$ cat config.mk
export PLATFORM = sky130hd
export DESIGN_NAME = calendar_clock_with_alarm
export DESIGN_NICKNAME = d
export VERILOG_FILES = /design/src/pkg/rtc_pkg.sv /design/src/hw/calendar_clock_with_alarm.sv /design/src/hw/osc_edge_sync.sv /design/src/hw/second_divider.sv
export SDC_FILE = /design/constraint.sdc
export NUM_CORES = 1
export LEC_CHECK = 0
export BUFFER_PORTS_ARGS = -buffer_cell sky130_fd_sc_hd__buf_2
export CAP_MARGIN = 20
export CORE_ASPECT_RATIO = 2
export CORE_MARGIN = 8
export CORE_UTILIZATION = 44
export DETAILED_ROUTE_END_ITERATION = 8
export SLEW_MARGIN = 20
export SYNTH_ARGS = -nofsm -noshare
export SYNTH_HDL_FRONTEND = slang
export SYNTH_SLANG_ARGS = --single-unit
$ cat constraint.sdc
create_clock -name clk_i -period 6.6 [get_ports clk_i]
set_clock_uncertainty 0.05 [all_clocks]
set_input_delay 0.99 -clock clk_i [delete_from_list [all_inputs] [get_ports clk_i]]
set_output_delay 0.99 -clock clk_i [all_outputs]
set_load 0.01 [all_outputs]
$ cat src/pkg/rtc_pkg.sv
// Constants, register map and carrier types for the calendar clock block.
// Assumes a 50 MHz system clock and a free-running 32.768 kHz low-speed input.
package rtc_pkg;

    // Low-speed oscillator rate and the sub-second event rate
    localparam int unsigned LS_FREQ_HZ = 32768;
    localparam int unsigned SUBSECOND_RATE = 16;
    localparam int unsigned SYS_CLK_HZ = 50000000;
    localparam int unsigned DIV_W = 16;

    // Register byte offsets, one aligned word each
    localparam logic [7:0] OFS_SEC = 8'h00;
    localparam logic [7:0] OFS_MIN = 8'h04;
    localparam logic [7:0] OFS_HOUR = 8'h08;
    localparam logic [7:0] OFS_WDAY = 8'h0c;
    localparam logic [7:0] OFS_DATE = 8'h10;
    localparam logic [7:0] OFS_MONTH = 8'h14;
    localparam logic [7:0] OFS_YEAR = 8'h18;
    localparam logic [7:0] OFS_PAGE = 8'h1c;
    localparam logic [7:0] OFS_RESET = 8'h20;
    localparam logic [7:0] WORD_MASK = 8'hfc;

    // page_control_reg fields
    localparam int PG_PAGE = 0;
    localparam int PG_ALM_EN = 2;
    localparam int PG_RUN = 3;
    localparam int PG_ADJ = 4;
    localparam int PG_IRQ_EN = 7;

    // reset_control_reg fields
    localparam int RS_PRESET = 0;
    localparam int RS_DIVCLR = 1;
    localparam int RS_MASK1 = 2;
    localparam int RS_MASK16 = 3;

    // month_reg of the alarm bank, year of the alarm bank
    localparam int MO_FMT24 = 0;
    localparam int YR_LEAP = 0;
    localparam int HOUR_PM_BIT = 5;

    // Reset values of the control bits
    localparam logic PAGE_RST = 1'b0;
    localparam logic ADJ_RST = 1'b0;
    localparam logic IRQ_EN_RST = 1'b0;
    localparam logic MASK1_RST = 1'b1;
    localparam logic MASK16_RST = 1'b1;
    localparam logic DIVCLR_RST = 1'b0;

    // BCD limits
    localparam logic [3:0] BCD_DIGIT_MAX = 4'h9;
    localparam logic [7:0] BCD_ZERO = 8'h00;
    localparam logic [7:0] SEC_LAST = 8'h59;
    localparam logic [7:0] MIN_LAST = 8'h59;
    localparam logic [7:0] HOUR24_LAST = 8'h23;
    localparam logic [4:0] HOUR12_LAST = 5'h11;
    localparam logic [7:0] WDAY_LAST = 8'h06;
    localparam logic [7:0] DATE_FIRST = 8'h01;
    localparam logic [7:0] MONTH_FIRST = 8'h01;
    localparam logic [7:0] MONTH_LAST = 8'h12;
    localparam logic [7:0] YEAR_LAST = 8'h99;
    localparam logic [7:0] ADJ_HALF = 8'h30;
    localparam logic [7:0] MON_FEB = 8'h02;
    localparam logic [7:0] MON_APR = 8'h04;
    localparam logic [7:0] MON_JUN = 8'h06;
    localparam logic [7:0] MON_SEP = 8'h09;
    localparam logic [7:0] MON_NOV = 8'h11;
    localparam logic [7:0] DAYS_28 = 8'h28;
    localparam logic [7:0] DAYS_29 = 8'h29;
    localparam logic [7:0] DAYS_30 = 8'h30;
    localparam logic [7:0] DAYS_31 = 8'h31;

    // Alarm preset values, weekday 0 is Sunday
    localparam logic [7:0] ALM_MIN_INIT = 8'h00;
    localparam logic [7:0] ALM_HOUR_INIT = 8'h00;
    localparam logic [7:0] ALM_DATE_INIT = 8'h01;
    localparam logic [7:0] ALM_WDAY_INIT = 8'h00;

    typedef struct packed {
        logic cyc;
        logic stb;
        logic we;
        logic [7:0] adr;
        logic [3:0] sel;
        logic [31:0] dat;
    } wb_req_t;

    typedef struct packed {
        logic ack;
        logic [31:0] dat;
    } wb_rsp_t;

    typedef struct packed {
        logic [7:0] sec;
        logic [7:0] min;
        logic [7:0] hour;
        logic [7:0] wday;
        logic [7:0] date;
        logic [7:0] month;
        logic [7:0] year;
    } time_t;

    typedef struct packed {
        logic [7:0] min;
        logic [7:0] hour;
        logic [7:0] wday;
        logic [7:0] date;
        logic fmt24;
    } alarm_t;

endpackage : rtc_pkg

$ cat src/hw/calendar_clock_with_alarm.sv
// Calendar clock with alarm comparator, periodic pulses and a Wishbone slave.
// Assumes a classic Wishbone master on clk_i and a 32.768 kHz pin on osc_32k_i.
`timescale 1ns/1ps

// Behaviour
// - A one-second tick is divided from the low-speed input; time and calendar counting use it.
// - Clock and alarm banks share addresses; a page bit picks the bank.
// - Reset sets only page, adjust, irq enable, divider clear and masks.
// - Year is two BCD digits and wraps from 99 to 00.
// - Every year divisible by four is leap; no century exceptions.
// - Format bit in alarm month selects 12-hour at 0, 24-hour at 1.
// - Seconds adjust rounds to the nearest minute, within thirty seconds.
// - The 1 Hz event coincides with each second divider wrap to zero.
// - After a divider clear the first 1 Hz event is one second later.
// - Run enable 0 freezes time and carries, except a pending adjust; the divider keeps counting.
// - Page bit 1 routes shared accesses to the alarm bank.
// - With irq enable set, any event drives the interrupt low for one low-speed cycle.
// - Alarm minute, hour, date, weekday match pulses alarm pin and interrupt.
// - Alarm preset loads minute 00, hour 00, date 01, Sunday.
// - Alarm compare runs on low-speed ticks, so writes act a tick later.
// - Alarm off, 1 Hz unmasked, 16 Hz masked gives a pulse per second.
// - Alarm off, 1 Hz masked, 16 Hz unmasked gives sixteen pulses per second.
module calendar_clock_with_alarm #(
    parameter int unsigned LS_PER_SECOND = rtc_pkg::LS_FREQ_HZ
) (
    input wire logic clk_i,
    input wire logic rst_i,
    input wire logic osc_32k_i,
    input rtc_pkg::wb_req_t wb_req_i,
    output rtc_pkg::wb_rsp_t wb_rsp_o,
    output logic alarm_n_o,
    output logic rtc_irq_out_n_o
);
    typedef struct packed {
        rtc_pkg::time_t tm;
        rtc_pkg::alarm_t al;
        logic page;
        logic alarm_output_enable;
        logic clock_run_enable;
        logic adjust;
        logic rtc_irq_enable;
        logic one_hz_mask;
        logic sixteen_hz_mask;
        logic divider_clear;
        logic match_prev;
        logic pulse;
        logic ack;
        logic [31:0] rdat;
    } state_t;

    state_t q;
    state_t d;

    logic ls_tick;
    logic one_hz;
    logic sixteen_hz;
    logic bus_hit;
    logic bus_write;
    logic [7:0] word_adr;
    logic [7:0] wdat;
    logic alarm_match;
    logic any_event;

    function automatic logic [7:0] bcd_inc(input logic [7:0] v);
        if (v[3:0] == rtc_pkg::BCD_DIGIT_MAX) begin
            bcd_inc = {v[7:4] + 4'h1, 4'h0};
        end else begin
            bcd_inc = {v[7:4], v[3:0] + 4'h1};
        end
    endfunction : bcd_inc

    function automatic logic [7:0] bcd_step(input logic [7:0] v, input logic [7:0] last,
                                            input logic [7:0] first);
        bcd_step = (v == last) ? first : bcd_inc(v);
    endfunction : bcd_step

    // Year mod 4 from BCD: (10*tens + units) mod 4 = (2*tens + units) mod 4
    function automatic logic is_leap(input logic [7:0] y);
        logic [1:0] r;
        r = {y[4], 1'b0} + y[1:0];
        is_leap = (r == 2'b00);
    endfunction : is_leap

    function automatic logic [7:0] month_last(input logic [7:0] m, input logic leap);
        if (m == rtc_pkg::MON_FEB) begin
            month_last = leap ? rtc_pkg::DAYS_29 : rtc_pkg::DAYS_28;
        end else if (m == rtc_pkg::MON_APR || m == rtc_pkg::MON_JUN ||
                     m == rtc_pkg::MON_SEP || m == rtc_pkg::MON_NOV) begin
            month_last = rtc_pkg::DAYS_30;
        end else begin
            month_last = rtc_pkg::DAYS_31;
        end
    endfunction : month_last

    // Pin crossing; every low-speed event below is derived from this tick
    osc_edge_sync u_sync (
        .clk_i(clk_i),
        .rst_i(rst_i),
        .osc_i(osc_32k_i),
        .tick_o(ls_tick)
    );

    second_divider #(
        .LS_PER_SECOND(LS_PER_SECOND)
    ) u_div (
        .clk_i(clk_i),
        .rst_i(rst_i),
        .ls_tick_i(ls_tick),
        .clear_i(q.divider_clear),
        .one_hz_o(one_hz),
        .sixteen_hz_o(sixteen_hz)
    );

    assign bus_hit = wb_req_i.cyc && wb_req_i.stb;
    assign bus_write = bus_hit && q.ack && wb_req_i.we && wb_req_i.sel[0];
    assign word_adr = wb_req_i.adr & rtc_pkg::WORD_MASK;
    assign wdat = wb_req_i.dat[7:0];

    assign alarm_match = (q.al.min == q.tm.min) && (q.al.hour == q.tm.hour) &&
                         (q.al.date == q.tm.date) && (q.al.wday == q.tm.wday);

    // Alarm fires on the first low-speed tick of a match, not for the whole minute
    assign any_event = (q.alarm_output_enable && alarm_match && !q.match_prev) ||
                       (!q.one_hz_mask && one_hz) ||
                       (!q.sixteen_hz_mask && sixteen_hz);

    assign wb_rsp_o.ack = q.ack;
    assign wb_rsp_o.dat = q.rdat;
    assign alarm_n_o = !q.pulse;
    assign rtc_irq_out_n_o = !q.pulse;

    always_comb begin
        logic carry;
        logic wrap;
        d = q;
        carry = 1'b0;
        wrap = 1'b0;
        d.ack = 1'b0;
        d.divider_clear = 1'b0;

        // Compare and pulse advance on low-speed ticks only
        if (ls_tick) begin
            d.match_prev = alarm_match;
            d.pulse = any_event && q.rtc_irq_enable;
        end

        // Once-per-second update; adjust applies even while stopped
        if (one_hz) begin
            if (q.adjust) begin
                carry = (q.tm.sec >= rtc_pkg::ADJ_HALF);
                d.tm.sec = rtc_pkg::BCD_ZERO;
                d.adjust = 1'b0;
            end else if (q.clock_run_enable) begin
                carry = (q.tm.sec == rtc_pkg::SEC_LAST);
                d.tm.sec = bcd_step(q.tm.sec, rtc_pkg::SEC_LAST, rtc_pkg::BCD_ZERO);
            end
        end

        if (carry) begin
            d.tm.min = bcd_step(q.tm.min, rtc_pkg::MIN_LAST, rtc_pkg::BCD_ZERO);
            if (q.tm.min == rtc_pkg::MIN_LAST) begin
                if (q.al.fmt24) begin
                    wrap = (q.tm.hour == rtc_pkg::HOUR24_LAST);
                    d.tm.hour = bcd_step(q.tm.hour, rtc_pkg::HOUR24_LAST, rtc_pkg::BCD_ZERO);
                end else if (q.tm.hour[4:0] == rtc_pkg::HOUR12_LAST) begin
                    wrap = q.tm.hour[rtc_pkg::HOUR_PM_BIT];
                    d.tm.hour = rtc_pkg::BCD_ZERO;
                    d.tm.hour[rtc_pkg::HOUR_PM_BIT] = !q.tm.hour[rtc_pkg::HOUR_PM_BIT];
                end else begin
                    d.tm.hour = bcd_inc(q.tm.hour);
                end
            end
        end

        if (wrap) begin
            d.tm.wday = bcd_step(q.tm.wday, rtc_pkg::WDAY_LAST, rtc_pkg::BCD_ZERO);
            d.tm.date = bcd_step(q.tm.date, month_last(q.tm.month, is_leap(q.tm.year)),
                                 rtc_pkg::DATE_FIRST);
            if (q.tm.date == month_last(q.tm.month, is_leap(q.tm.year))) begin
                d.tm.month = bcd_step(q.tm.month, rtc_pkg::MONTH_LAST, rtc_pkg::MONTH_FIRST);
                if (q.tm.month == rtc_pkg::MONTH_LAST) begin
                    d.tm.year = bcd_step(q.tm.year, rtc_pkg::YEAR_LAST, rtc_pkg::BCD_ZERO);
                end
            end
        end

        // Read data is loaded in the request cycle and stands with ack
        if (bus_hit && !q.ack) begin
            d.ack = 1'b1;
            d.rdat = '0;
            if (word_adr == rtc_pkg::OFS_SEC) begin
                d.rdat[7:0] = q.page ? rtc_pkg::BCD_ZERO : q.tm.sec;
            end else if (word_adr == rtc_pkg::OFS_MIN) begin
                d.rdat[7:0] = q.page ? q.al.min : q.tm.min;
            end else if (word_adr == rtc_pkg::OFS_HOUR) begin
                d.rdat[7:0] = q.page ? q.al.hour : q.tm.hour;
            end else if (word_adr == rtc_pkg::OFS_WDAY) begin
                d.rdat[7:0] = q.page ? q.al.wday : q.tm.wday;
            end else if (word_adr == rtc_pkg::OFS_DATE) begin
                d.rdat[7:0] = q.page ? q.al.date : q.tm.date;
            end else if (word_adr == rtc_pkg::OFS_MONTH) begin
                if (q.page) begin
                    d.rdat[rtc_pkg::MO_FMT24] = q.al.fmt24;
                end else begin
                    d.rdat[7:0] = q.tm.month;
                end
            end else if (word_adr == rtc_pkg::OFS_YEAR) begin
                if (q.page) begin
                    d.rdat[rtc_pkg::YR_LEAP] = is_leap(q.tm.year);
                end else begin
                    d.rdat[7:0] = q.tm.year;
                end
            end else if (word_adr == rtc_pkg::OFS_PAGE) begin
                d.rdat[rtc_pkg::PG_PAGE] = q.page;
                d.rdat[rtc_pkg::PG_ALM_EN] = q.alarm_output_enable;
                d.rdat[rtc_pkg::PG_RUN] = q.clock_run_enable;
                d.rdat[rtc_pkg::PG_ADJ] = q.adjust;
                d.rdat[rtc_pkg::PG_IRQ_EN] = q.rtc_irq_enable;
            end else if (word_adr == rtc_pkg::OFS_RESET) begin
                d.rdat[rtc_pkg::RS_DIVCLR] = q.divider_clear;
                d.rdat[rtc_pkg::RS_MASK1] = q.one_hz_mask;
                d.rdat[rtc_pkg::RS_MASK16] = q.sixteen_hz_mask;
            end
        end

        // Writes land at the edge where ack is high and override same-cycle counting
        if (bus_write) begin
            if (word_adr == rtc_pkg::OFS_SEC) begin
                if (!q.page) begin
                    d.tm.sec = wdat;
                end
            end else if (word_adr == rtc_pkg::OFS_MIN) begin
                if (q.page) begin
                    d.al.min = wdat;
                end else begin
                    d.tm.min = wdat;
                end
            end else if (word_adr == rtc_pkg::OFS_HOUR) begin
                if (q.page) begin
                    d.al.hour = wdat;
                end else begin
                    d.tm.hour = wdat;
                end
            end else if (word_adr == rtc_pkg::OFS_WDAY) begin
                if (q.page) begin
                    d.al.wday = wdat;
                end else begin
                    d.tm.wday = wdat;
                end
            end else if (word_adr == rtc_pkg::OFS_DATE) begin
                if (q.page) begin
                    d.al.date = wdat;
                end else begin
                    d.tm.date = wdat;
                end
            end else if (word_adr == rtc_pkg::OFS_MONTH) begin
                if (q.page) begin
                    d.al.fmt24 = wdat[rtc_pkg::MO_FMT24];
                end else begin
                    d.tm.month = wdat;
                end
            end else if (word_adr == rtc_pkg::OFS_YEAR) begin
                if (!q.page) begin
                    d.tm.year = wdat;
                end
            end else if (word_adr == rtc_pkg::OFS_PAGE) begin
                d.page = wdat[rtc_pkg::PG_PAGE];
                d.alarm_output_enable = wdat[rtc_pkg::PG_ALM_EN];
                d.clock_run_enable = wdat[rtc_pkg::PG_RUN];
                // A new request beats the self-clear in the same cycle
                d.adjust = wdat[rtc_pkg::PG_ADJ] || d.adjust;
                d.rtc_irq_enable = wdat[rtc_pkg::PG_IRQ_EN];
            end else if (word_adr == rtc_pkg::OFS_RESET) begin
                if (wdat[rtc_pkg::RS_PRESET]) begin
                    d.al.min = rtc_pkg::ALM_MIN_INIT;
                    d.al.hour = rtc_pkg::ALM_HOUR_INIT;
                    d.al.date = rtc_pkg::ALM_DATE_INIT;
                    d.al.wday = rtc_pkg::ALM_WDAY_INIT;
                end
                d.divider_clear = wdat[rtc_pkg::RS_DIVCLR];
                d.one_hz_mask = wdat[rtc_pkg::RS_MASK1];
                d.sixteen_hz_mask = wdat[rtc_pkg::RS_MASK16];
            end
        end

        // Time, calendar, alarm values and the two enables survive reset
        if (rst_i) begin
            d.page = rtc_pkg::PAGE_RST;
            d.adjust = rtc_pkg::ADJ_RST;
            d.rtc_irq_enable = rtc_pkg::IRQ_EN_RST;
            d.divider_clear = rtc_pkg::DIVCLR_RST;
            d.one_hz_mask = rtc_pkg::MASK1_RST;
            d.sixteen_hz_mask = rtc_pkg::MASK16_RST;
            d.match_prev = 1'b0;
            d.pulse = 1'b0;
            d.ack = 1'b0;
            d.rdat = '0;
        end
    end

    always_ff @(posedge clk_i) begin
        q <= d;
    end
endmodule : calendar_clock_with_alarm

$ cat src/hw/osc_edge_sync.sv
// Three-stage synchroniser and rising-edge detector for the low-speed clock pin.
// Assumes the pin is far slower than clk_i; one tick per accepted rising level.
`timescale 1ns/1ps
module osc_edge_sync (
    input wire logic clk_i,
    input wire logic rst_i,
    input wire logic osc_i,
    output logic tick_o
);
    typedef struct packed {
        logic s1;
        logic s2;
        logic s3;
        logic level;
    } sync_t;

    sync_t q;
    sync_t d;

    // A change counts only once stages two and three agree
    assign tick_o = (q.s2 == q.s3) && q.s3 && !q.level;

    always_comb begin
        d = q;
        d.s1 = osc_i;
        d.s2 = q.s1;
        d.s3 = q.s2;
        if (q.s2 == q.s3) begin
            d.level = q.s3;
        end
        if (rst_i) begin
            d = '0;
        end
    end

    always_ff @(posedge clk_i) begin
        q <= d;
    end
endmodule : osc_edge_sync

$ cat src/hw/second_divider.sv
// Second divider: counts low-speed ticks, gives one-cycle 1 Hz and 16 Hz events.
// Assumes ls_tick_i is a single clk_i pulse per low-speed clock period.
`timescale 1ns/1ps
module second_divider #(
    parameter int unsigned LS_PER_SECOND = rtc_pkg::LS_FREQ_HZ
) (
    input wire logic clk_i,
    input wire logic rst_i,
    input wire logic ls_tick_i,
    input wire logic clear_i,
    output logic one_hz_o,
    output logic sixteen_hz_o
);
    localparam int unsigned PER16 = LS_PER_SECOND / rtc_pkg::SUBSECOND_RATE;
    localparam logic [rtc_pkg::DIV_W-1:0] SEC_END = rtc_pkg::DIV_W'(LS_PER_SECOND - 1);
    localparam logic [rtc_pkg::DIV_W-1:0] SUB_END = rtc_pkg::DIV_W'(PER16 - 1);
    localparam logic [rtc_pkg::DIV_W-1:0] ONE = rtc_pkg::DIV_W'(1);

    typedef struct packed {
        logic [rtc_pkg::DIV_W-1:0] sec_cnt;
        logic [rtc_pkg::DIV_W-1:0] sub_cnt;
    } div_t;

    div_t q;
    div_t d;

    // After a clear the first second event comes a full second later
    assign one_hz_o = ls_tick_i && !clear_i && (q.sec_cnt == SEC_END);
    assign sixteen_hz_o = ls_tick_i && !clear_i && (q.sub_cnt == SUB_END);

    always_comb begin
        d = q;
        if (ls_tick_i) begin
            d.sec_cnt = (q.sec_cnt == SEC_END) ? '0 : q.sec_cnt + ONE;
            d.sub_cnt = (q.sub_cnt == SUB_END) ? '0 : q.sub_cnt + ONE;
        end
        if (rst_i || clear_i) begin
            d = '0;
        end
    end

    always_ff @(posedge clk_i) begin
        q <= d;
    end
endmodule : second_divider

==> flow_metrics.env <==
export IMPL_synth_cells=1044
export IMPL_first_pass_iters=5
export IMPL_synthDistinctLibCells=75
export IMPL_ys_seq_elements=144
export IMPL_finalCritPeriodShare_pct=57.31
export IMPL_ant_nets=0
export IMPL_cts_root_buf="clkbuf_16"
export IMPL_setup_ws_ps=2818
export IMPL_netlist_area_mm2=0.008798
export IMPL_yosysMostFrequentCell="nor2_1"
export IMPL_clk_latency_ps=440
export IMPL_grt_pass1_wl_um=41980
export IMPL_tightest_slew_ps=1095
export IMPL_totalWireLength_um=27690
export IMPL_regToRegSetupSlack_ps=2820
export IMPL_die_width_um=116.0
export IMPL_cp_required_ps=6910
export IMPL_switching_share_pct=23.33
export IMPL_min_period_ps=3782
export IMPL_final_core_util_pct=48.85
export IMPL_leakagePower_nw=3.729
export IMPL_synth_main_ff_cell="dfxtp_1"
export IMPL_fp_dieH_um=216.0
export IMPL_arrival_ps=4100
export IMPL_ys_async_sr_fraction_pct=0
export IMPL_core_mm2=0.01973
export IMPL_gr_total_overflow=0
export IMPL_powerDensity_mw_per_mm2=211.0
export IMPL_syn_mean_instance_area_um2=8.428
export IMPL_fmax_mhz=264.4
export IMPL_vias=7648
export IMPL_grt_pass1_vias=7435
export IMPL_cp_end_kind="register"
export IMPL_hold_viol=0
export IMPL_total_power_mw=2.034
export IMPL_synth_edff_count=35
export IMPL_rsz0062_at_grt="no"
export IMPL_route_detailed_drc=0
export IMPL_start_util_pct=44.60
export IMPL_cts_max_level=4
export IMPL_cts_resized=0
export IMPL_grt_busiest_layer="met2"
export IMPL_p_seq_share_pct=44.8
export IMPL_wire_per_inst_um=21.09
export IMPL_drive_above_1_share_pct=10.66
export IMPL_synth_area_leaders="dfxtp_1, edfxtp_1, nor2_1"
export IMPL_tns_ps=0
export IMPL_ys_top_cells_by_count="nor2_1, dfxtp_1, nand2_1, a21oi_1, clkbuf_1"
export IMPL_power_switching_mw=0.4744
export IMPL_nets=1116
export IMPL_vias_per_cell=5.825
export IMPL_postCtsHoldBufs=0
export IMPL_grt_max_degree=61
export IMPL_cap_violations=0
export IMPL_ir_worst_vdd_v=0.0001360
export IMPL_criticalPathCategory="register to register"
export IMPL_gp_congestion=0.9478
export IMPL_clockBufferDepth=2
export IMPL_cts_sinks=144
export IMPL_post_dp_hpwl_um=20680
export IMPL_outcome="completed"
export IMPL_met3_usage_pct=4.587
export IMPL_intPower_mw=1.559
export IMPL_ys_warn_count=0
export IMPL_ys_seq_area_share_pct=36.75
export IMPL_finalInstanceArea_mm2=0.009637
export IMPL_cts_tree="built"
export IMPL_antenna_cells=0
export IMPL_holdPathStages=2
export IMPL_syn2layout_area_growth_pct=9.528
export IMPL_grtUsageMet1_pct=21.07
export IMPL_start_kind="register"
export IMPL_rows=73
export IMPL_grtUsageMet2_pct=40.41
export IMPL_relSlewSlack_pct=26.43
export IMPL_drv_slew=0
export IMPL_post_cts_setup_buffers=0
export IMPL_synth_largest_area_cell="dfxtp_1"
export IMPL_reg2reg_depth=8
export IMPL_pwr_share_clk_pct=51.1
export IMPL_comb_power_share_pct=4.1
export IMPL_grt_usage_pct=22.50
export IMPL_cts_buffers=17
export IMPL_min_path_type="register to register"
export IMPL_antenna_found_initial=0
export IMPL_path_clk_slew_ps=60
export IMPL_io_pins=85
export IMPL_drt_iter0_markers=600
export IMPL_synth_top_area_share_pct=24.80
export IMPL_pre_cts_slack_ps=2847
export IMPL_finalSetupViolCount=0
export IMPL_path_max_fanout=11
export IMPL_die_area_mm2=0.02505
export IMPL_io_buffers=31
export IMPL_placed_cell_area_mm2=0.008990
==> sequential cells by signal (all words and copies together), names as in the netlist <==
name      flops
q            99
u_div.q      32
u_sync.q      4
wb_rsp_o      9
==> cell families after synthesis <==
kind of cell / after synthesis / synth area share (%)
DFF: 144 / 36.75
muxes: 39 / 4.835
AOI/OAI and AO/OA: 202 / 14.82
adders and majority gates: 28 / 3.982
buffers and inverters: 125 / 6.897
xor gates and xnor gates: 69 / 6.869
and+or+nand+nor: 436 / 25.81
other: 1 / 0.04262
==> worst max-delay path, stage by stage, from the launching register on <==
cell and delay, ps:
dfxtp_1 510, ha_1 250, nor4bb_1 420, a32oi_1 240
or2_2 420, nor3_4 540, nand3_1 460, or4_1 610
a31oi_1 190
==> per-stage QoR <==
stage          instances  hold slack (ps)
4_1_cts             1313            403.2
3_5_place_dp        1281            395.0
2_1_floorplan       1067            363.8
3_3_place_gp        1281            394.7
6_report            1313            402.5
5_1_grt             1313            434.3
==> cells in the final DEF, fill, tap and decap left out, types with 25 or more instances in the layout <==
| cell | netlist | final |
|---|---|---|
| mux2i_1 | 29 | 29 |
| nand3_1 | 34 | 34 |
| nor2_1 | 120 | 120 |
| xnor2_1 | 44 | 44 |
| nand4_1 | 27 | 27 |
| buf_2 | 2 | 31 |
| edfxtp_1 | 35 | 35 |
| a21oi_1 | 55 | 55 |
| xor2_1 | 25 | 25 |
| ha_1 | 28 | 28 |
| dfxtp_1 | 109 | 108 |
| inv_1 | 33 | 33 |
| nand2_1 | 89 | 89 |
| o21ai_0 | 47 | 47 |
==> per-layer routing <==
layer	routed length [µm]	share of wire, %	vias up
li1	-	-	3683
met2	14620	53	283
met4	2285	8.3	0
met3	1424	5.1	104
met5	0	0	-
met1	9358	34	3578
==> worst paths after layout <==
path | startpoint | to
setup reg to reg | q[108]$_DFF_P_ | q[91]$_DFF_P_
hold reg to reg | wb_rsp_o[3]$_SDFFE_PP0P_ | wb_rsp_o[3]$_SDFFE_PP0P_
hold / removal | wb_rsp_o[3]$_SDFFE_PP0P_ | wb_rsp_o[3]$_SDFFE_PP0P_
setup / recovery | q[108]$_DFF_P_ | q[91]$_DFF_P_
==> power groups by stage <==
| stage | clock network, mW | logic [mW] | registers, mW |
|---|---|---|---|
| after floorplan | 0 | 0.0634 | 0.927 |
| final | 1.04 | 0.0838 | 0.911 |
| after global placement | 0 | 0.0825 | 0.930 |
| after global routing | 1.08 | 0.0898 | 0.911 |
| after detailed placement | 0 | 0.0826 | 0.930 |
| after CTS | 1.06 | 0.0827 | 0.911 |
==> cell type report <==
class | instances | area (µm²)
multi-input combinational | 798 | 5057
clock buffer | 23 | 553.0
clock inverter | 9 | 87.58
fill | 1935 | 10090
tap | 262 | 327.8
inverter | 33 | 123.9
timing repair buffer | 44 | 252.7
sequential | 144 | 3234
Note: power is estimated with default switching activity, not from simulation.
